$ cat config.mk
export PLATFORM = sky130hd
export DESIGN_NAME = eect_controller
export DESIGN_NICKNAME = d
export VERILOG_FILES = /design/src/core/eect_pkg.sv /design/src/core/eect_controller.sv
export SDC_FILE = /design/constraint.sdc
export NUM_CORES = 1
export LEC_CHECK = 0
export BUFFER_PORTS_ARGS = -buffer_cell sky130_fd_sc_hd__buf_2
export CAP_MARGIN = 15
export CORE_ASPECT_RATIO = 1.5
export CORE_MARGIN = 2
export CORE_UTILIZATION = 40
export CTS_BUF_LIST = sky130_fd_sc_hd__clkbuf_2
export CTS_CLUSTER_SIZE = 12
export DETAILED_ROUTE_END_ITERATION = 10
export HOLD_SLACK_MARGIN = 0.08
export PLACE_DENSITY_LB_ADDON = 0.2
export SLEW_MARGIN = 5
export SYNTH_ARGS = -nofsm -noshare
export SYNTH_HDL_FRONTEND = slang
export SYNTH_SLANG_ARGS = --single-unit
export TNS_END_PERCENT = 5
$ cat constraint.sdc
create_clock -name core_clk -period 5.13 [get_ports core_clk]
set_input_delay 1.2825 -clock core_clk [delete_from_list [all_inputs] [get_ports core_clk]]
set_output_delay 1.2825 -clock core_clk [all_outputs]
set_load 0.1 [all_outputs]
$ cat src/core/eect_pkg.sv
// Constants and types for the two-wire serial memory controller.
// Assumes a 125 MHz core clock and one memory target on an open-drain bus.
package eect_pkg;
    localparam int CORE_CLK_MHZ   = 125;
    // Quarter of one bus bit period, giving about 400 kHz on the clock pin
    localparam int QUARTER_NS     = 625;
    localparam int QTR_CYC        = (QUARTER_NS * CORE_CLK_MHZ + 999) / 1000;
    // nonvolatile_commit_time, longest self-timed write
    localparam int COMMIT_TIME_MS = 5;
    localparam int COMMIT_CYC     = COMMIT_TIME_MS * CORE_CLK_MHZ * 1000;
    localparam logic [3:0] DEV_FAMILY     = 4'ha;
    localparam int         ADDR_W         = 13;
    localparam logic [7:0] PAGE_BYTES     = 8'h20;
    localparam logic [3:0] RECOVER_CLOCKS = 4'h9;
    localparam logic [3:0] ACK_BIT        = 4'h8;

    typedef enum logic [1:0] {OP_WRITE, OP_READ_CUR, OP_READ_RAND, OP_RECOVER} eect_op_t;
    typedef enum logic [2:0] {
        S_IDLE, S_START, S_TX, S_FETCH, S_RX, S_STOP, S_RECOVER
    } eect_state_t;
    typedef enum logic [2:0] {P_DEV, P_AH, P_AL, P_DATA, P_RDEV, P_POLL} eect_step_t;
endpackage : eect_pkg
$ cat src/core/eect_controller.sv
// Bus controller that drives a two-wire serial memory through SCL and SDA.
// Assumes one pull-up on SDA; SCL is driven push-pull, derived from core_clk.
//
// How it works
// - Start: SDA falls while SCL high
// - Stop: SDA rises while SCL high
// - SDA changes only while SCL is low
// - Device word opens with fixed family bits
// - Stop after data starts target write
// - Page write holds at most 32 bytes
// - Poll with device word until acked or COMMIT_LIMIT cycles pass
// - Last read byte gets no ack
// - Random read: dummy write, restart, read
// - Ack continues sequential read, nack ends
// - Recovery clocks up to nine until SDA releases, then start and stop; error if it never releases
`timescale 1ns/1ns
module eect_controller #(
    parameter int COMMIT_LIMIT = eect_pkg::COMMIT_CYC
) (
    input  wire logic                      core_clk,
    input  wire logic                      rstn,
    input  wire logic                      cmd_valid,
    output logic                           cmd_ready,
    input  wire eect_pkg::eect_op_t        cmd_op,
    input  wire logic [2:0]                cmd_chip_sel,
    input  wire logic [eect_pkg::ADDR_W-1:0] cmd_addr,
    input  wire logic [7:0]                cmd_len,
    input  wire logic [7:0]                wr_data,
    input  wire logic                      wr_valid,
    output logic                           wr_ready,
    output logic [7:0]                     rd_data,
    output logic                           rd_valid,
    output logic                           done,
    output logic                           error,
    output logic                           scl_out,
    input  wire logic                      sda_in,
    output logic                           sda_out,
    output logic                           sda_oe
);
    import eect_pkg::*;

    eect_state_t              state;
    eect_step_t               step;
    eect_op_t                 op;
    logic [1:0]               phase;
    logic [3:0]               bit_cnt;
    logic [3:0]               rec_cnt;
    logic [7:0]               shift;
    logic [7:0]               remain;
    logic [2:0]               chip;
    logic [ADDR_W-1:0]        addr;
    logic                     scl;
    logic                     sda_rel;
    logic                     acked;
    logic                     err;
    logic [31:0]              poll_cnt;
    logic [7:0]               q_cnt;
    logic                     tick;
    logic                     sda_meta;
    logic                     sda_s;
    logic                     rw_bit;

    assign cmd_ready = (state == S_IDLE);
    assign wr_ready  = (state == S_FETCH);
    assign scl_out   = scl;
    assign sda_out   = 1'b0;
    assign sda_oe    = ~sda_rel;
    assign tick      = (q_cnt == 8'h00);
    assign rw_bit    = (step == P_RDEV) || (step == P_DEV && op == OP_READ_CUR);

    // Pin synchroniser
    always_ff @(posedge core_clk) begin
        if (!rstn) begin
            sda_meta <= 1'b1;
            sda_s    <= 1'b1;
        end else begin
            sda_meta <= sda_in;
            sda_s    <= sda_meta;
        end
    end

    // Quarter-bit timer
    always_ff @(posedge core_clk) begin
        if (!rstn || tick) begin
            q_cnt <= 8'(QTR_CYC - 1);
        end else begin
            q_cnt <= q_cnt - 8'h01;
        end
    end

    // Write-cycle poll timer
    always_ff @(posedge core_clk) begin
        if (!rstn || step != P_POLL) begin
            poll_cnt <= 32'h0;
        end else if (poll_cnt < 32'(COMMIT_LIMIT)) begin
            poll_cnt <= poll_cnt + 32'h1;
        end
    end

    // Bus sequencer
    always_ff @(posedge core_clk) begin
        if (!rstn) begin
            state    <= S_IDLE;
            step     <= P_DEV;
            op       <= OP_WRITE;
            phase    <= 2'h0;
            bit_cnt  <= 4'h0;
            rec_cnt  <= 4'h0;
            shift    <= 8'h00;
            remain   <= 8'h00;
            chip     <= 3'h0;
            addr     <= '0;
            scl      <= 1'b1;
            sda_rel  <= 1'b1;
            acked    <= 1'b0;
            err      <= 1'b0;
            rd_data  <= 8'h00;
            rd_valid <= 1'b0;
            done     <= 1'b0;
            error    <= 1'b0;
        end else begin
            rd_valid <= 1'b0;
            done     <= 1'b0;
            error    <= 1'b0;
            if (state == S_IDLE) begin
                scl     <= 1'b1;
                sda_rel <= 1'b1;
                phase   <= 2'h0;
                bit_cnt <= 4'h0;
                rec_cnt <= 4'h0;
                err     <= 1'b0;
                if (cmd_valid) begin
                    op     <= cmd_op;
                    chip   <= cmd_chip_sel;
                    addr   <= cmd_addr;
                    remain <= cmd_len;
                    step   <= P_DEV;
                    if (cmd_op == OP_RECOVER) begin
                        state <= S_RECOVER;
                    end else if (cmd_len == 8'h00 ||
                                 (cmd_op == OP_WRITE && cmd_len > PAGE_BYTES)) begin
                        done  <= 1'b1;
                        error <= 1'b1;
                    end else begin
                        state <= S_START;
                    end
                end
            end else if (state == S_FETCH) begin
                if (wr_valid) begin
                    shift  <= wr_data;
                    remain <= remain - 8'h01;
                    state  <= S_TX;
                end
            end else if (tick) begin
                phase <= phase + 2'h1;
                case (state)
                    S_START: begin
                        case (phase)
                            2'h0: scl <= 1'b0;
                            2'h1: sda_rel <= 1'b1;
                            2'h2: scl <= 1'b1;
                            default: begin
                                sda_rel <= 1'b0;
                                bit_cnt <= 4'h0;
                                if (op == OP_RECOVER) begin
                                    state <= S_STOP;
                                end else begin
                                    shift <= {DEV_FAMILY, chip, rw_bit};
                                    state <= S_TX;
                                end
                            end
                        endcase
                    end
                    S_TX: begin
                        case (phase)
                            2'h0: scl <= 1'b0;
                            2'h1: sda_rel <= (bit_cnt == ACK_BIT) ? 1'b1 : shift[7];
                            2'h2: scl <= 1'b1;
                            default: begin
                                if (bit_cnt != ACK_BIT) begin
                                    shift   <= {shift[6:0], 1'b0};
                                    bit_cnt <= bit_cnt + 4'h1;
                                end else begin
                                    bit_cnt <= 4'h0;
                                    acked   <= ~sda_s;
                                    if (sda_s) begin
                                        err   <= (step != P_POLL);
                                        state <= S_STOP;
                                    end else begin
                                        case (step)
                                            P_DEV: begin
                                                if (op == OP_READ_CUR) begin
                                                    step  <= P_DATA;
                                                    state <= S_RX;
                                                end else begin
                                                    step  <= P_AH;
                                                    shift <= 8'({addr[ADDR_W-1:8]});
                                                end
                                            end
                                            P_AH: begin
                                                step  <= P_AL;
                                                shift <= addr[7:0];
                                            end
                                            P_AL: begin
                                                if (op == OP_READ_RAND) begin
                                                    step  <= P_RDEV;
                                                    state <= S_START;
                                                end else begin
                                                    step  <= P_DATA;
                                                    state <= S_FETCH;
                                                end
                                            end
                                            P_DATA: begin
                                                state <= (remain == 8'h00) ? S_STOP
                                                                           : S_FETCH;
                                            end
                                            P_RDEV: begin
                                                step  <= P_DATA;
                                                state <= S_RX;
                                            end
                                            default: state <= S_STOP;
                                        endcase
                                    end
                                end
                            end
                        endcase
                    end
                    S_RX: begin
                        case (phase)
                            2'h0: scl <= 1'b0;
                            2'h1: begin
                                sda_rel <= (bit_cnt == ACK_BIT) ? (remain == 8'h01)
                                                                : 1'b1;
                            end
                            2'h2: scl <= 1'b1;
                            default: begin
                                if (bit_cnt != ACK_BIT) begin
                                    shift   <= {shift[6:0], sda_s};
                                    bit_cnt <= bit_cnt + 4'h1;
                                    if (bit_cnt == 4'h7) begin
                                        rd_data  <= {shift[6:0], sda_s};
                                        rd_valid <= 1'b1;
                                    end
                                end else begin
                                    bit_cnt <= 4'h0;
                                    remain  <= remain - 8'h01;
                                    if (remain == 8'h01) begin
                                        state <= S_STOP;
                                    end
                                end
                            end
                        endcase
                    end
                    S_STOP: begin
                        case (phase)
                            2'h0: scl <= 1'b0;
                            2'h1: sda_rel <= 1'b0;
                            2'h2: scl <= 1'b1;
                            default: begin
                                sda_rel <= 1'b1;
                                if (op == OP_WRITE && step == P_DATA && !err) begin
                                    step  <= P_POLL;
                                    state <= S_START;
                                end else if (step == P_POLL && !acked &&
                                             poll_cnt < 32'(COMMIT_LIMIT)) begin
                                    state <= S_START;
                                end else begin
                                    done  <= 1'b1;
                                    error <= err || (step == P_POLL && !acked);
                                    state <= S_IDLE;
                                end
                            end
                        endcase
                    end
                    S_RECOVER: begin
                        case (phase)
                            2'h0: scl <= 1'b0;
                            2'h1: sda_rel <= 1'b1;
                            2'h2: scl <= 1'b1;
                            default: begin
                                if (sda_s) begin
                                    state <= S_START;
                                end else if (rec_cnt == RECOVER_CLOCKS - 4'h1) begin
                                    done  <= 1'b1;
                                    error <= 1'b1;
                                    state <= S_IDLE;
                                end else begin
                                    rec_cnt <= rec_cnt + 4'h1;
                                end
                            end
                        endcase
                    end
                    default: state <= S_IDLE;
                endcase
            end
        end
    end
endmodule : eect_controller

==> run metrics <==
endpoints failing setup=0; syn nets=729; GP Congestion=0.899; Critical Path RT=3.85 ns; Worst Setup Start Kind=flop; GRT overflow=0; post-cts repair resize count=0; share of flip-flops with an asynchronous set or reset=0%; Syn Inst Count=678; final wirelength=about 14000 µm; synthesis-to-layout area growth=7.77%; Die Wd=~100 µm; main combinational cell family by area after synthesis=simple AND/OR/NAND/NOR gates; die height=148 µm; clk_lat worst skew=~0.62 ns; final hold violation count=0; origin of the critical flop-to-flop path=state[2]; CP max FO=23; status=completed; Sum Neg Setup Slack=0 ns; TritonCTS clock tree=done; first-pass GRT wire length=23000 µm; XOR/XNOR Fraction of Synth Area=3.66%; layout net count=757; CTS sink cnt=about 110; fmax=0.239 GHz; CTS Buf Count=9; most frequent cells in the layout=dfxtp_1 (107), nand2_1 (92), nor2_1 (75); Yosys warnings=0; Max-slew headroom=40.2%; P_leak=between 2 and 2.5 nW; Max H-tree Level=3; VDD IR max=0.317 mV; DR WL/cell=15.8 µm; DRT Pass-1 Iters=5; pin count of the biggest net entering global routing=45; Tmin final=between 4 and 5 ns; initial antenna violation count=1; max cap viols=0; CP Data Arrival Time=2.90 ns; share of layout cells above drive strength 1=roughly 14%; main area contributors after synthesis=dfxtp_1 (39%), nand2_1 (6.3%), nor2_1 (5.1%), a21oi_1 (4.6%), mux2i_1 (4.4%); RSZ-0062 raised after global routing=no; DR vias=roughly 5000; hpwl dp=between 10000 and 15000 µm; RR Endpoint=state[1]; Setup Buffers After CTS=0; Post-synth EDFFs=0; R2R setup slack=1.88 ns; Hold Buf Count CTS=0; vias in the first global route=4794; # IOs=55; commonest non-fill, non-tap cell in the layout=dfxtp_1; DRT iter0 DRCs=260; Min-Delay Startpoint=sda_meta; Finished Cell Area=5930 µm²; hold path cells=1; drt drc=0; leading area contributor after synthesis=dfxtp_1; Starting Density=40.9%; worst reg-to-reg path cell count=8; Root Driver=clkbuf_2; GRT Overall Usage=19.3%; core footprint=13500 µm²; period utilization=81.5%; Hold EP=sda_s; Avg Inst Size Synth=8.12 µm²; portion of netlist area occupied by mux cells=around 4.4%; Std-Cell Rows=between 50 and 60; pins over their slew limit=0; Primary FF master, synth=dfxtp_1; die area=between 10000 and 15000 µm²; Clock Path Buffers=2; post-synth top area share=38.9%; Synth Area in Compound Gates=between 10% and 20%; CP Capture Type=output pin; Adder-Cell Fraction of Synth Area=2.73%; Unique masters post-synth=67; placed instance area=roughly 5800 µm²; via-per-instance ratio=5.62; clk_skew=0.0502 ns; IO buf count=53; kind of critical path=reg2out; Post-Synth Simple-Gate Area=28.3%; Filler Cell Count=1384; PD cells=337 nW/µm²; Netlist Area Pre-Place=between 5000 and 6000 µm²; remaining antenna violation count=0; FF+latch count, synth=107; Hold/Removal Path Class=reg2reg; Worst-Margin Slew=0.897 ns; sequential fraction of the synthesis area=roughly two fifths; clock slew at reported path FFs=0.33 ns
[stage by stage]
stage               cells  worst slack (ns)  utilization (%)  hold slack (ns)  total power [mW]
CTS                   873             0.941             44.0            0.456              2.02
finish                874             0.947             44.1            0.453              2.00
floorplan             678              1.99                -            0.386              1.48
global placement      857              1.77             43.2            0.392              1.62
detailed placement    857              1.70             43.2            0.396              1.62
global route          874             0.698             44.1            0.474              2.14
[Yosys cell counts (all sizes together), types with 18 or more instances]
master	number
inv	27
nor4	21
nand2	93
o21ai	38
buf	18
a21oi	51
nor2	75
mux2i	24
dfxtp	107
xnor2	18
clkbuf	20
nand3	26
[final cells by class]
class	instances	area [µm²]	area share, %
Clock buffer	9	45.0	0.759
Antenna cell	1	2.50	0.0422
Timing Repair Buffer	55	280	4.72
Inverter	27	101	1.71
Tap cell	162	203	3.42
Multi-Input combinational cell	506	3090	52.1
Sequential cell	107	2140	36.1
Clock inverter	7	70.1	1.18
[worst max-delay path: stages (launching register included)]
cell	delay, ns
dfxtp_1	0.90
inv_1	0.25
nand2_1	0.52
inv_2	0.27
buf_2	0.36
[worst max path at each step]
stage	slack, ns	start	endpoint	cells after the start
2_1_floorplan	1.99	state[1]	cmd_ready	5
3_3_place_gp	1.77	state[0]	cmd_ready	4
3_5_place_dp	1.70	state[0]	cmd_ready	4
4_1_cts	0.94	state[0]	cmd_ready	4
5_1_grt	0.70	state[0]	cmd_ready	4
6_report	0.95	state[2]	cmd_ready	4
[kinds of logic after synthesis]
kind of cell,count (synthesis)
AO/OA/AOI/OAI,147
other,1
multiplexers,24
flip-flops,107
buffers and inverters,65
XOR/XNOR,23
adder cells (fa/ha/maj),12
AND/OR/NAND/NOR,299
[state kept, by name, indices dropped and copies added (netlist names), 2 cells and up]
register	count
addr	13
bit_cnt	4
chip	3
op	2
phase	2
poll_cnt	32
q_cnt	8
rd_data	8
rec_cnt	4
remain	8
shift	8
state	3
step	3
[per-layer routing]
layer | track usage (%) | wire length [µm] | vias to the layer above
li1 | - | - | 2448
met1 | 23.0 | 5890 | 2305
met2 | 33.7 | 7010 | 132
met3 | 3.36 | 547 | 23
met4 | 8.01 | 361 | 0
met5 | 0 | 0 | -
[power breakdown]
part | internal (mW) | switching, mW | total (mW)
clock network | 0.0804 | 0.309 | 0.389
registers | 0.889 | 0.0878 | 0.977
logic | 0.212 | 0.425 | 0.636
(Power assumes the default switching activity.)
